--- config.mk ---
export PLATFORM = sky130hd
export DESIGN_NAME = spnvm_ctrl
export DESIGN_NICKNAME = d
export VERILOG_FILES = /design/src/rtl/spnvm_ctrl.v /design/src/rtl/spnvm_buf.v /design/src/rtl/spnvm_timer.v
export VERILOG_INCLUDE_DIRS = /design/src /design/src/rtl
export SDC_FILE = /design/constraint.sdc
export NUM_CORES = 1
export LEC_CHECK = 0
export ABC_AREA = 1
export BUFFER_PORTS_ARGS = -buffer_cell sky130_fd_sc_hd__buf_2
export CORE_ASPECT_RATIO = 0.5
export CORE_MARGIN = 3
export CORE_UTILIZATION = 55
export DETAILED_ROUTE_END_ITERATION = 8
export HOLD_SLACK_MARGIN = 0.03
export PLACE_DENSITY = 0.78
export SYNTH_ARGS = -nofsm -noshare
export SYNTH_HDL_FRONTEND = slang
export SYNTH_SLANG_ARGS = --single-unit
--- constraint.sdc ---
create_clock -name mclk -period 12.6 [get_ports mclk]
set_clock_uncertainty 0.15 [all_clocks]
set_input_delay 2.52 -clock mclk [delete_from_list [all_inputs] [get_ports mclk]]
set_output_delay 2.52 -clock mclk [all_outputs]
set_load 0.05 [all_outputs]
--- src/rtl/spnvm_consts.vh ---
// Purpose: constants for the self-program nonvolatile access controller
// Assumes: 125 MHz core clock, byte-wide register port
// Notes:   offsets are word indices on the plain register port
`ifndef SPNVM_CONSTS_VH
`define SPNVM_CONSTS_VH

// register offsets
`define SPNVM_A_ADDR_LO   3'h0
`define SPNVM_A_ADDR_HI   3'h1
`define SPNVM_A_DATA_LO   3'h2
`define SPNVM_A_DATA_HI   3'h3
`define SPNVM_A_CTRL      3'h4
`define SPNVM_A_UNLOCK    3'h5
`define SPNVM_A_FLAGS     3'h6

// control register fields
`define SPNVM_B_RD        0
`define SPNVM_B_WR        1
`define SPNVM_B_ARM       2
`define SPNVM_B_ABORT     3
`define SPNVM_B_PGM       7
// flags register field
`define SPNVM_B_DONE      0

// unlock values
`define SPNVM_KEY1        8'h55
`define SPNVM_KEY2        8'hAA

// field masks of the high registers, block and zero constants
`define SPNVM_ADDR_HI_MSK 8'h1F
`define SPNVM_DATA_HI_MSK 8'h3F
`define SPNVM_LOW3_LAST   3'h7
`define SPNVM_BLK_WORDS   8
`define SPNVM_ZERO8       8'h00

// timing: ns per clock, erase stall in us, data write in us
`define SPNVM_CLK_NS      8
`define SPNVM_ERASE_US    4000
`define SPNVM_DWRITE_US   4000
`define SPNVM_SETUP_CYC   2

`endif

--- src/rtl/spnvm_ctrl.v ---
// Purpose: self-program access controller for on-chip nonvolatile storage
// Assumes: core issues register accesses on a plain port, one per clock
// Notes:   storage arrays sit outside; this block sequences and holds registers
// Notes on behaviour
// - write starts only after 55h then AAh on unlock port, then trigger set.
// - trigger bit cannot be set while arm bit is clear.
// - hardware never clears the arm bit.
// - clearing arm during a running write does not stop it.
// - data write end clears trigger and sets completion flag.
// - program read uses the second following cycle, that instruction discarded.
// - program read result lands in data low and high next cycle.
// - data registers keep a read result until new read or write.
// - trigger with program select set; ours loads buffer, not drops it.
// - program writes only to segments left open by lock field.
// - blocks are eight aligned words starting at low bits 000.
// - each block operation erases sixteen, writes eight, its writes never cross the block.
// - each word loaded by own sequence in order 000 to 111.
// - trigger at low bits 111 erases sixteen and commits eight words.
// - two setup cycles follow the trigger before erase and write.
// - core stalls for about 4 ms during erase, clocks keep running.
// - execution resumes at third instruction after the trigger.
// - unlock port reads as zero.
// - read start and trigger only settable by software, cleared by hardware.
// - select clear targets data storage, set targets program storage; ours has no data read, a read start with select clear does nothing.
// - reset during a write sets the abort flag.
//
// Design decisions made here: the plain strobed port and the address map.
`timescale 1ns/1ps
`include "spnvm_consts.vh"
`default_nettype none
module spnvm_ctrl #(
  parameter integer ERASE_CYC  = (`SPNVM_ERASE_US * 1000) / `SPNVM_CLK_NS,
  parameter integer DWRITE_CYC = (`SPNVM_DWRITE_US * 1000) / `SPNVM_CLK_NS,
  parameter integer TW         = 20,
  parameter [1:0]   LOCK_RESET = 2'b11
) (
  input  wire        mclk,
  input  wire        reset,
  input  wire        warm_reset_seen,
  input  wire [1:0]  self_program_lock,
  input  wire [2:0]  reg_addr,
  input  wire [7:0]  reg_wdata,
  input  wire        reg_wr,
  input  wire        reg_rd,
  output reg  [7:0]  reg_rdata_q,
  output reg         core_discard_q,
  output reg         core_stall_q,
  output reg         completion_flag_q,
  output reg         data_wr_req_q,
  output reg  [7:0]  data_wr_addr_q,
  output reg  [7:0]  data_wr_byte_q,
  input  wire        data_wr_done,
  output reg         prog_rd_req_q,
  output reg  [12:0] prog_rd_addr_q,
  input  wire [13:0] prog_rd_word,
  output reg         prog_wr_q,
  output reg         prog_erase_q,
  output reg  [12:0] prog_addr_q,
  output reg  [13:0] prog_word_q
);
  // states of the write sequencer, one-hot
  localparam [5:0] S_IDLE  = 6'b000001;
  localparam [5:0] S_DWR   = 6'b000010;
  localparam [5:0] S_SETUP = 6'b000100;
  localparam [5:0] S_ERASE = 6'b001000;
  localparam [5:0] S_PROG  = 6'b010000;
  localparam [5:0] S_DONE  = 6'b100000;

  reg [7:0]  nv_address_low_q;
  reg [4:0]  nv_address_high_q;
  reg [7:0]  nv_data_low_q;
  reg [5:0]  nv_data_high_q;
  reg        program_space_select_q;
  reg        modify_arm_bit_q;
  reg        trigger_q;
  reg        rd_start_q;
  reg        abort_flag_q;
  reg [1:0]  unlock_q;        // 0 none, 1 saw 55h, 2 saw AAh
  reg [5:0]  state_q;
  reg [1:0]  rd_cnt_q;
  reg [1:0]  setup_q;
  reg [3:0]  prog_idx_q;
  reg [12:0] blk_base_q;
  reg        tmr_start_q;
  reg [TW-1:0] tmr_load_q;
  reg        unlocked;
  wire       tmr_busy;
  wire       tmr_done;
  wire       tmr_end;
  wire [13:0] buf_rd;
  wire [12:0] full_addr;
  wire       seg_open;
  wire       wr_ctrl;
  wire       wr_trig_ok;
  wire       buf_we;

  assign full_addr = {nv_address_high_q, nv_address_low_q};
  assign wr_ctrl   = reg_wr && (reg_addr == `SPNVM_A_CTRL);
  // an older run expiring just as a new one starts is not the new run's end
  assign tmr_end   = tmr_done && !tmr_start_q;

  // lock field: 11 open, 10 lower eighth locked, 01 lower half, 00 all
  assign seg_open = (self_program_lock == 2'b11) ? 1'b1 :
                    (self_program_lock == 2'b10) ? (full_addr[12:10] != 3'h0) :
                    (self_program_lock == 2'b01) ? full_addr[12] : 1'b0;

  // trigger accepted only after full unlock and with arm set
  always @* begin
    unlocked = (unlock_q == 2'd2);
  end
  assign wr_trig_ok = wr_ctrl && reg_wdata[`SPNVM_B_WR] && unlocked
                      && modify_arm_bit_q && (state_q == S_IDLE);
  assign buf_we = wr_trig_ok && reg_wdata[`SPNVM_B_PGM] && seg_open;

  spnvm_buf #(.WIDTH(14), .DEPTH(`SPNVM_BLK_WORDS), .AW(3)) u_buf (
    .mclk      (mclk),
    .wr_en     (buf_we),
    .wr_idx    (nv_address_low_q[2:0]),
    .wr_data   ({nv_data_high_q, nv_data_low_q}),
    .rd_idx    (prog_idx_q[2:0]),
    .rd_data_q (buf_rd)
  );

  spnvm_timer #(.CW(TW)) u_tmr (
    .mclk   (mclk),
    .reset  (reset),
    .start  (tmr_start_q),
    .load   (tmr_load_q),
    .busy_q (tmr_busy),
    .done_q (tmr_done)
  );

  // unlock sequence tracker: any other access breaks it
  always @(posedge mclk or posedge reset) begin
    if (reset) begin
      unlock_q <= 2'd0;
    end else if (reg_wr && reg_addr == `SPNVM_A_UNLOCK) begin
      if (reg_wdata == `SPNVM_KEY1) begin
        unlock_q <= 2'd1;
      end else if (reg_wdata == `SPNVM_KEY2 && unlock_q == 2'd1) begin
        unlock_q <= 2'd2;
      end else begin
        unlock_q <= 2'd0;
      end
    end else if (reg_wr || reg_rd) begin
      unlock_q <= 2'd0;
    end
  end

  // software-visible registers and flags
  always @(posedge mclk or posedge reset) begin
    if (reset) begin
      nv_address_low_q       <= `SPNVM_ZERO8;
      nv_address_high_q      <= 5'h00;
      nv_data_low_q          <= `SPNVM_ZERO8;
      nv_data_high_q         <= 6'h00;
      program_space_select_q <= 1'b0;
      modify_arm_bit_q       <= 1'b0;
      completion_flag_q      <= 1'b0;
    end else begin
      if (reg_wr && reg_addr == `SPNVM_A_ADDR_LO) begin
        nv_address_low_q <= reg_wdata;
      end
      if (reg_wr && reg_addr == `SPNVM_A_ADDR_HI) begin
        nv_address_high_q <= reg_wdata[4:0];
      end
      // program read result, else software write
      if (prog_rd_req_q) begin
        nv_data_low_q  <= prog_rd_word[7:0];
        nv_data_high_q <= prog_rd_word[13:8];
      end else begin
        if (reg_wr && reg_addr == `SPNVM_A_DATA_LO) begin
          nv_data_low_q <= reg_wdata;
        end
        if (reg_wr && reg_addr == `SPNVM_A_DATA_HI) begin
          nv_data_high_q <= reg_wdata[5:0];
        end
      end
      if (wr_ctrl) begin
        program_space_select_q <= reg_wdata[`SPNVM_B_PGM];
        modify_arm_bit_q       <= reg_wdata[`SPNVM_B_ARM];
      end
      // set wins over a software clear
      if (state_q == S_DWR && (data_wr_done || tmr_end)) begin
        completion_flag_q <= 1'b1;
      end else if (reg_wr && reg_addr == `SPNVM_A_FLAGS && !reg_wdata[`SPNVM_B_DONE]) begin
        completion_flag_q <= 1'b0;
      end
    end
  end

  // abort flag: caught after release of reset if a write was cut off
  always @(posedge mclk or posedge reset) begin
    if (reset) begin
      abort_flag_q <= 1'b0;
    end else if (warm_reset_seen) begin
      abort_flag_q <= 1'b1;
    end else if (wr_ctrl && !reg_wdata[`SPNVM_B_ABORT]) begin
      abort_flag_q <= 1'b0;
    end
  end

  // program read: start now, request and discard in second following cycle
  always @(posedge mclk or posedge reset) begin
    if (reset) begin
      rd_start_q     <= 1'b0;
      rd_cnt_q       <= 2'd0;
      prog_rd_req_q  <= 1'b0;
      prog_rd_addr_q <= 13'h0000;
      core_discard_q <= 1'b0;
    end else begin
      prog_rd_req_q  <= 1'b0;
      core_discard_q <= 1'b0;
      if (wr_ctrl && reg_wdata[`SPNVM_B_RD] && reg_wdata[`SPNVM_B_PGM]
          && !rd_start_q) begin
        rd_start_q     <= 1'b1;
        rd_cnt_q       <= 2'd1;
        prog_rd_addr_q <= full_addr;
      end else if (rd_start_q && rd_cnt_q == 2'd1) begin
        rd_cnt_q       <= 2'd2;
        core_discard_q <= 1'b1;
        prog_rd_req_q  <= 1'b1;
      end else if (rd_start_q) begin
        rd_start_q <= 1'b0;
        rd_cnt_q   <= 2'd0;
      end
    end
  end

  // write sequencer
  always @(posedge mclk or posedge reset) begin
    if (reset) begin
      state_q        <= S_IDLE;
      trigger_q      <= 1'b0;
      setup_q        <= 2'd0;
      prog_idx_q     <= 4'h0;
      blk_base_q     <= 13'h0000;
      tmr_start_q    <= 1'b0;
      tmr_load_q     <= {TW{1'b0}};
      core_stall_q   <= 1'b0;
      data_wr_req_q  <= 1'b0;
      data_wr_addr_q <= `SPNVM_ZERO8;
      data_wr_byte_q <= `SPNVM_ZERO8;
      prog_wr_q      <= 1'b0;
      prog_erase_q   <= 1'b0;
      prog_addr_q    <= 13'h0000;
      prog_word_q    <= 14'h0000;
    end else begin
      tmr_start_q   <= 1'b0;
      data_wr_req_q <= 1'b0;
      prog_wr_q     <= 1'b0;
      prog_erase_q  <= 1'b0;
      case (state_q)
        S_IDLE: begin
          if (wr_trig_ok && !reg_wdata[`SPNVM_B_PGM]) begin
            trigger_q      <= 1'b1;
            data_wr_req_q  <= 1'b1;
            data_wr_addr_q <= nv_address_low_q;
            data_wr_byte_q <= nv_data_low_q;
            tmr_start_q    <= 1'b1;
            tmr_load_q     <= DWRITE_CYC[TW-1:0];
            state_q        <= S_DWR;
          end else if (buf_we && nv_address_low_q[2:0] == `SPNVM_LOW3_LAST) begin
            trigger_q  <= 1'b1;
            setup_q    <= 2'd0;
            blk_base_q <= {full_addr[12:3], 3'h0};
            state_q    <= S_SETUP;
          end
        end
        // data write runs on even if arm is cleared meanwhile
        S_DWR: begin
          if (data_wr_done || tmr_end) begin
            trigger_q <= 1'b0;
            state_q   <= S_IDLE;
          end
        end
        // two setup cycles let the core run its two no-ops
        S_SETUP: begin
          setup_q <= setup_q + 2'd1;
          if (setup_q == `SPNVM_SETUP_CYC - 1) begin
            core_stall_q <= 1'b1;
            prog_erase_q <= 1'b1;
            prog_addr_q  <= {blk_base_q[12:4], 4'h0};
            tmr_start_q  <= 1'b1;
            tmr_load_q   <= ERASE_CYC[TW-1:0];
            prog_idx_q   <= 4'h0;
            state_q      <= S_ERASE;
          end
        end
        S_ERASE: begin
          if (tmr_end) begin
            state_q <= S_PROG;
          end
        end
        // commit buffered words one per cycle within the block
        S_PROG: begin
          prog_idx_q <= prog_idx_q + 4'h1;
          if (prog_idx_q != 4'h0) begin
            prog_wr_q   <= 1'b1;
            prog_addr_q <= blk_base_q | {10'h000, prog_idx_q[2:0] - 3'h1};
            prog_word_q <= buf_rd;
          end
          if (prog_idx_q == `SPNVM_BLK_WORDS) begin
            state_q <= S_DONE;
          end
        end
        S_DONE: begin
          core_stall_q <= 1'b0;
          trigger_q    <= 1'b0;
          state_q      <= S_IDLE;
        end
        default: begin
          state_q <= S_IDLE;
        end
      endcase
    end
  end

  // read data, one cycle after the strobe; unlock port reads zero
  always @(posedge mclk or posedge reset) begin
    if (reset) begin
      reg_rdata_q <= `SPNVM_ZERO8;
    end else if (reg_rd) begin
      case (reg_addr)
        `SPNVM_A_ADDR_LO: reg_rdata_q <= nv_address_low_q;
        `SPNVM_A_ADDR_HI: reg_rdata_q <= {3'h0, nv_address_high_q};
        `SPNVM_A_DATA_LO: reg_rdata_q <= nv_data_low_q;
        `SPNVM_A_DATA_HI: reg_rdata_q <= {2'h0, nv_data_high_q};
        `SPNVM_A_CTRL:    reg_rdata_q <= {program_space_select_q, 3'h0, abort_flag_q,
                                          modify_arm_bit_q, trigger_q, rd_start_q};
        `SPNVM_A_FLAGS:   reg_rdata_q <= {7'h00, completion_flag_q};
        default:          reg_rdata_q <= `SPNVM_ZERO8;
      endcase
    end else begin
      reg_rdata_q <= `SPNVM_ZERO8;
    end
  end
endmodule
`default_nettype wire

--- src/rtl/spnvm_buf.v ---
// Purpose: eight-word program write buffer
// Assumes: single write port, registered read port
// Notes:   read data come out of a register
`timescale 1ns/1ps
`default_nettype none
module spnvm_buf #(
  parameter WIDTH = 14,
  parameter DEPTH = 8,
  parameter AW    = 3
) (
  input  wire             mclk,
  input  wire             wr_en,
  input  wire [AW-1:0]    wr_idx,
  input  wire [WIDTH-1:0] wr_data,
  input  wire [AW-1:0]    rd_idx,
  output reg  [WIDTH-1:0] rd_data_q
);
  reg [WIDTH-1:0] mem [0:DEPTH-1];

  // store and registered read
  always @(posedge mclk) begin
    if (wr_en) begin
      mem[wr_idx] <= wr_data;
    end
    rd_data_q <= mem[rd_idx];
  end
endmodule
`default_nettype wire

--- src/rtl/spnvm_timer.v ---
// Purpose: down counter timing an erase or data write
// Assumes: start is a one-cycle pulse
// Notes:   done pulses one cycle when the count expires
`timescale 1ns/1ps
`default_nettype none
module spnvm_timer #(
  parameter CW = 20
) (
  input  wire          mclk,
  input  wire          reset,
  input  wire          start,
  input  wire [CW-1:0] load,
  output reg           busy_q,
  output reg           done_q
);
  reg [CW-1:0] cnt_q;

  // count down while busy
  always @(posedge mclk or posedge reset) begin
    if (reset) begin
      cnt_q  <= {CW{1'b0}};
      busy_q <= 1'b0;
      done_q <= 1'b0;
    end else begin
      done_q <= 1'b0;
      if (start) begin
        cnt_q  <= load;
        busy_q <= 1'b1;
      end else if (busy_q) begin
        if (cnt_q <= {{(CW-1){1'b0}}, 1'b1}) begin
          busy_q <= 1'b0;
          done_q <= 1'b1;
        end else begin
          cnt_q <= cnt_q - {{(CW-1){1'b0}}, 1'b1};
        end
      end
    end
  end
endmodule
`default_nettype wire

==> impl_metrics.env, run 1 <==
export IMPL_drive_gt1_frac=0.1648
export IMPL_place_gp_congestion=0.9260
export IMPL_ys_warn_count=0
export IMPL_drv_cap=0
export IMPL_die_w_um=211.3
export IMPL_clock_sinks=278
export IMPL_fillers=1504
export IMPL_synth_common_cells="nand2_1, nor2_1, dfrtp_1"
export IMPL_area_growth_pct=12.56
export IMPL_hold_viol=0
export IMPL_grt_ovfl_total=0
export IMPL_critPathCaptureType="flip-flop"
export IMPL_cts_tree="done"
export IMPL_core_area_um2=20040
export IMPL_grt_max_degree=82
export IMPL_drc_errors=0
export IMPL_hold_ws_ns=0.2746
export IMPL_drt_antenna_violating_nets=0
export IMPL_dieArea_um2=22960
export IMPL_port_buffers=103
export IMPL_relSlewSlack=0.2083
export IMPL_start_util=0.5784
export IMPL_syn_area_per_cell_um2=10.11
export IMPL_viasPerCell=5.594
export IMPL_min_from="u_buf.rd_data_q[2]$_DFF_P_"
export IMPL_tightest_slew_ns=1.181
export IMPL_die_height_um=108.7
export IMPL_setup_worst_path_class="in2reg"
export IMPL_synthDominantCellAreaShare=0.3259
export IMPL_grt_pass1_wl_um=44230
export IMPL_p_leak_nw=5.991
export IMPL_htreeDepth=1
export IMPL_synth_ff_type="dfrtp_1"
export IMPL_yosysUniqueCellTypes=48
export IMPL_final_area_um2=13050
export IMPL_finalSetupViolations=0
export IMPL_pre_cts_ws_ns=7.527
export IMPL_timing_final_ws_setup_ns=8.012
export IMPL_min_path_type="reg2reg"
export IMPL_path_clk_slew_ns=0.07
export IMPL_synth_yosys_seq_area_share=0.6425
export IMPL_fmax_ghz=0.2179
export IMPL_post_cts_resize_count=0
export IMPL_synth_nets=1185
export IMPL_nets=1276
export IMPL_fin_util=0.6511
export IMPL_placed_cell_area_um2=12260
export IMPL_synth_largest_area_cell="dfrtp_1"
export IMPL_vdd_ir_drop_worst_mv=0.1244
export IMPL_async_reset_ff_frac=0.5468
export IMPL_dp_hpwl_um=18870
export IMPL_clk_insertion_delay_late_ns=0.53
export IMPL_period_share=0.3642
export IMPL_vias=8514
export IMPL_yosys_cell_count_top_type="nand2_1"
export IMPL_final_min_clock_period_ns=4.588
export IMPL_crit_start="reg_addr[1]"
export IMPL_routed_wl_um=27900
export IMPL_grt_use_total=0.2477
export IMPL_routedWlPerCell_um=18.33
export IMPL_syn_inst=1147
export IMPL_rows=36
export IMPL_cts_root_buf="clkbuf_16"
export IMPL_drtIter0Drc=940
export IMPL_synth_area_top_cells="dfrtp_1, edfxtp_1, nand2_1"
export IMPL_status="finished clean"
export IMPL_crit_path_max_fanout=14
export IMPL_hold_buffers=0
export IMPL_tns_ns=0
export IMPL_antenna_found_initial=1
export IMPL_synthesis_area_um2=11590
export IMPL_timing_rr_start="prog_idx_q[1]$_DFFE_PP0P_"
export IMPL_firstDrtPassIters=6
export IMPL_required_ns=12.59
export IMPL_antennaDiodeCount=0
export IMPL_maxSlewViolCount=0
export IMPL_cp_arrival_ns=4.58
export IMPL_cts_made_buffers=24
export IMPL_clockBufferDepth=3
export IMPL_synth_edf_count=112
export IMPL_rsz0062_at_grt="false"
export IMPL_p_per_area_nw_per_um2=147.6
export IMPL_post_cts_buffers=0
export IMPL_grt_pass1_vias=8217
export IMPL_ys_ff_latch=278
export IMPL_cp_start_kind="input port"
export IMPL_pin_count=104
[metrics by stage]
step | cells | power (mW)
after floorplan | 1147 | 1.129
after global placement | 1478 | 1.197
after detailed placement | 1478 | 1.204
after CTS | 1522 | 1.932
after global routing | 1522 | 1.988
final | 1522 | 1.926
[path summary, 6_finish.rpt]
path / end / slack [ns] / cells past startpoint
max: u_buf.mem[5][0]$_DFFE_PP_ / 8.01 / 8
min: prog_word_q[2]$_DFFE_PP0P_ / 0.27 / 2
max reg2reg: prog_addr_q[11]$_DFFE_PP0P_ / 9.56 / 13
min reg2reg: prog_word_q[2]$_DFFE_PP0P_ / 0.27 / 2
max in group asynchronous: rd_cnt_q[1]$_DFFE_PP0P_ / 8.94 / 3
min in group asynchronous: u_tmr.cnt_q[6]$_DFFE_PP0P_ / 1.99 / 2
[cell usage in the layout, fill, tap and decap left out, types with 3 or more instances in the layout]
| cell type | instances |
|---|---|
| xnor2_1 | 5 |
| o22ai_1 | 23 |
| buf_2 | 103 |
| o21ai_2 | 22 |
| edfxtp_1 | 112 |
| nand2_2 | 7 |
| nor2_2 | 5 |
| clkbuf_16 | 24 |
| inv_1 | 74 |
| clkbuf_1 | 5 |
| inv_2 | 4 |
| buf_4 | 5 |
| nand2_1 | 262 |
| clkinv_2 | 8 |
| nand3_1 | 43 |
| nand4_1 | 7 |
| nor3_2 | 6 |
| o21ai_0 | 92 |
| dfxtp_1 | 14 |
| ha_1 | 5 |
| a21oi_1 | 5 |
| o211ai_1 | 3 |
| nor4_1 | 3 |
| xor2_1 | 13 |
| dfrtp_1 | 151 |
| o21ai_1 | 11 |
| nor2_1 | 177 |
| nor3_1 | 4 |
| a31oi_1 | 27 |
| clkbuf_8 | 3 |
[report_power, final]
| part | switching (mW) | leakage [nW] | internal (mW) |
|---|---|---|---|
| clock network | 0.326 | 0.386 | 0.413 |
| logic | 0.100 | 2.50 | 0.0317 |
| registers | 0.0625 | 3.11 | 0.993 |
[per-layer routing]
metal	wire length (um)	up-vias	GRT usage	part of all wire
li1	-	4004	-	-
met1	11980	4074	0.3390	0.43
met2	12750	350	0.4024	0.46
met3	2064	84	0.04657	0.074
met4	1089	2	0.09451	0.039
met5	9	-	0	0.00032
[worst max-delay path, cell delays in order]
cell,delay (ns)
buf_2,0.12
inv_1,0.09
nand2_1,0.07
nor2_2,0.16
nand2_2,0.11
nor4_2,0.32
nand2_1,0.24
nor3_2,0.93
[final cells by class]
class / instances / area (um2) / share of cell area
clock buffer: 32 / 660.6 / 0.05062
clock inverter: 12 / 126.4 / 0.009684
inverter: 83 / 322.8 / 0.02474
multi-input combinational: 743 / 3606 / 0.2763
sequential: 278 / 7448 / 0.5708
tap: 266 / 332.8 / 0.02550
timing repair buffer: 108 / 553.0 / 0.04238
[registers in the layout, summed over array words and instances, names as in the netlist, 2 cells and up]
| signal | cells |
|---|---|
| blk_base_q | 10 |
| nv_address_high_q | 5 |
| unlock_q | 2 |
| rd_cnt_q | 2 |
| prog_rd_addr_q | 13 |
| data_wr_addr_q | 8 |
| data_wr_byte_q | 8 |
| u_tmr.cnt_q | 20 |
| u_buf.rd_data_q | 14 |
| reg_rdata_q | 8 |
| prog_idx_q | 4 |
| nv_data_high_q | 6 |
| setup_q | 2 |
| prog_addr_q | 13 |
| nv_address_low_q | 8 |
| u_buf.mem | 112 |
| prog_word_q | 14 |
| nv_data_low_q | 8 |
| state_q | 6 |
[logic make-up (layout without fill, tap and decap cells)]
group	count (synthesis)	count (layout)	synth area share
buffers and inverters	126	235	0.04910
and+or+nand+nor	524	524	0.1875
adders and majority gates	5	5	0.005396
AOI/OAI and AO/OA	196	196	0.1020
DFF	278	278	0.6425
xor gates and xnor gates	18	18	0.01360
(Power assumes the default switching activity.)
==> run 2: changes to the inputs <==
==> constraint.sdc (replaced) <==
create_clock -name mclk -period 4.7 [get_ports mclk]
set_clock_uncertainty 0.15 [all_clocks]
set_input_delay 0.94 -clock mclk [delete_from_list [all_inputs] [get_ports mclk]]
set_output_delay 0.94 -clock mclk [all_outputs]
set_load 0.05 [all_outputs]
==> impl_metrics.env, run 2 (synthesized netlist as in run 1, its figures left out) <==
export IMPL_status="finished clean"
export IMPL_regMostFlops="u_buf.mem"
export IMPL_crit_path_max_fanout=14
export IMPL_pin_count=104
export IMPL_p_per_area_nw_per_um2=393.9
export IMPL_rows=36
export IMPL_relSlewSlack=0.1439
export IMPL_dp_hpwl_um=19070
export IMPL_cts_tree="done"
export IMPL_tightest_slew_ns=1.279
export IMPL_grt_max_degree=98
export IMPL_antenna_found_initial=0
export IMPL_critPathCaptureType="flip-flop"
export IMPL_period_share=0.6513
export IMPL_crit_buf_inv=1
export IMPL_die_height_um=108.7
export IMPL_layout_commonest_cell="nand2_1"
export IMPL_path_cells="inv_1 > nor2_1 > nand3_2 > nor4_2 > nand2_1 > nor2_1"
export IMPL_hold_ws_ns=0.2712
export IMPL_post_cts_resize_count=0
export IMPL_grt_ovfl_total=0
export IMPL_cts_root_buf="clkbuf_16"
export IMPL_cp_arrival_ns=3.04
export IMPL_htreeDepth=1
export IMPL_die_w_um=211.3
export IMPL_grt_pass1_vias=8143
export IMPL_start_util=0.5784
export IMPL_vdd_ir_drop_worst_mv=0.2891
export IMPL_port_buffers=103
export IMPL_grt_use_total=0.2484
export IMPL_drt_antenna_violating_nets=0
export IMPL_setup_worst_path_class="reg2reg"
export IMPL_clockBufferDepth=3
export IMPL_rsz0062_at_grt="false"
export IMPL_cp_start_kind="flip-flop"
export IMPL_fin_util=0.6517
export IMPL_path_delay_family="simple AND/OR/NAND/NOR gates"
export IMPL_hold_buffers=0
export IMPL_largest_reg_flops=112
export IMPL_final_cell_mix="nand2_1, nor2_1, dfrtp_1"
export IMPL_nets=1277
export IMPL_drtIter0Drc=912
export IMPL_clock_sinks=278
export IMPL_antennaDiodeCount=0
export IMPL_tns_ns=0
export IMPL_path_clk_slew_ns=0.07
export IMPL_vias=8583
export IMPL_routedWlPerCell_um=18.40
export IMPL_routed_wl_um=28030
export IMPL_finalSetupViolations=0
export IMPL_fmax_ghz=0.3267
export IMPL_drv_cap=0
export IMPL_viasPerCell=5.636
export IMPL_final_area_um2=13060
export IMPL_post_cts_buffers=0
export IMPL_pre_cts_ws_ns=1.135
export IMPL_cts_made_buffers=24
export IMPL_biggestRegsByFlops="u_buf.mem: 112 flops, u_tmr.cnt_q: 20 flops"
export IMPL_drc_errors=0
export IMPL_hold_viol=0
export IMPL_core_area_um2=20040
export IMPL_timing_final_ws_setup_ns=1.639
export IMPL_clk_insertion_delay_late_ns=0.52
export IMPL_critPathMostFrequentCell="nor2_1"
export IMPL_required_ns=4.68
export IMPL_min_path_type="reg2reg"
export IMPL_p_leak_nw=5.988
export IMPL_maxSlewViolCount=0
export IMPL_critPathSlowestCell="nor2_1"
export IMPL_place_gp_congestion=0.9230
export IMPL_final_min_clock_period_ns=3.061
export IMPL_max_stage_delay_ns=1.01
export IMPL_area_growth_pct=12.68
export IMPL_drive_gt1_frac=0.1631
export IMPL_dieArea_um2=22960
export IMPL_firstDrtPassIters=5
export IMPL_grt_pass1_wl_um=44260
export IMPL_placed_cell_area_um2=12280
[run 2: power breakdown]
group / leakage, nW / switching [mW] / internal [mW]
sequential: 3.11 / 0.163 / 2.66
combinational: 2.50 / 0.272 / 0.0871
clock: 0.379 / 0.885 / 1.08
total: 5.99 / 1.32 / 3.83
[run 2: layout make-up]
cell class	count	area, um2
fillers	1509	6980
multi-input cells	743	3606
flip-flops and latches	278	7448
well taps	266	332.8
clock inverters	11	106.4
inverters	83	321.6
clock buffers	33	675.6
repair buffers	109	573.1
[run 2: worst paths after layout]
| path | depth (start not counted) | to | slack [ns] | startpoint |
|---|---|---|---|---|
| setup / recovery | 6 | u_buf.mem[6][2]$_DFFE_PP_ | 1.64 | state_q[0]$_DFFE_PP1P_ |
| max in group asynchronous | 3 | prog_word_q[3]$_DFFE_PP0P_ | 3.04 | reset |
| hold reg to reg | 2 | prog_word_q[1]$_DFFE_PP0P_ | 0.27 | u_buf.rd_data_q[1]$_DFF_P_ |
| setup reg to reg | 6 | u_buf.mem[6][2]$_DFFE_PP_ | 1.64 | state_q[0]$_DFFE_PP1P_ |
| hold / removal | 2 | prog_word_q[1]$_DFFE_PP0P_ | 0.27 | u_buf.rd_data_q[1]$_DFF_P_ |
| min in group asynchronous | 2 | u_tmr.cnt_q[2]$_DFFE_PP0P_ | 0.41 | reset |
[run 2: metal layers]
metal	vias to the layer above	track usage	share of wire	wire length, um
met2	371	0.4035	0.46	12980
met5	-	0	0	0
met3	66	0.05145	0.079	2203
met1	4126	0.3443	0.43	11980
li1	4020	-	-	-
met4	0	0.07637	0.031	858
[run 2: worst register-to-register path, stage by stage, from the launching register on]
cell	delay (ns)
dfstp_2	0.54
inv_1	0.05
nor2_1	0.11
nand3_2	0.18
nor4_2	0.40
nand2_1	0.23
nor2_1	1.01
[run 2: through the flow]
stage	power [mW]	std cells
after floorplan	3.027	1147
after global placement	3.213	1479
after detailed placement	3.226	1479
after CTS	5.154	1523
after global routing	5.314	1523
final	5.146	1523
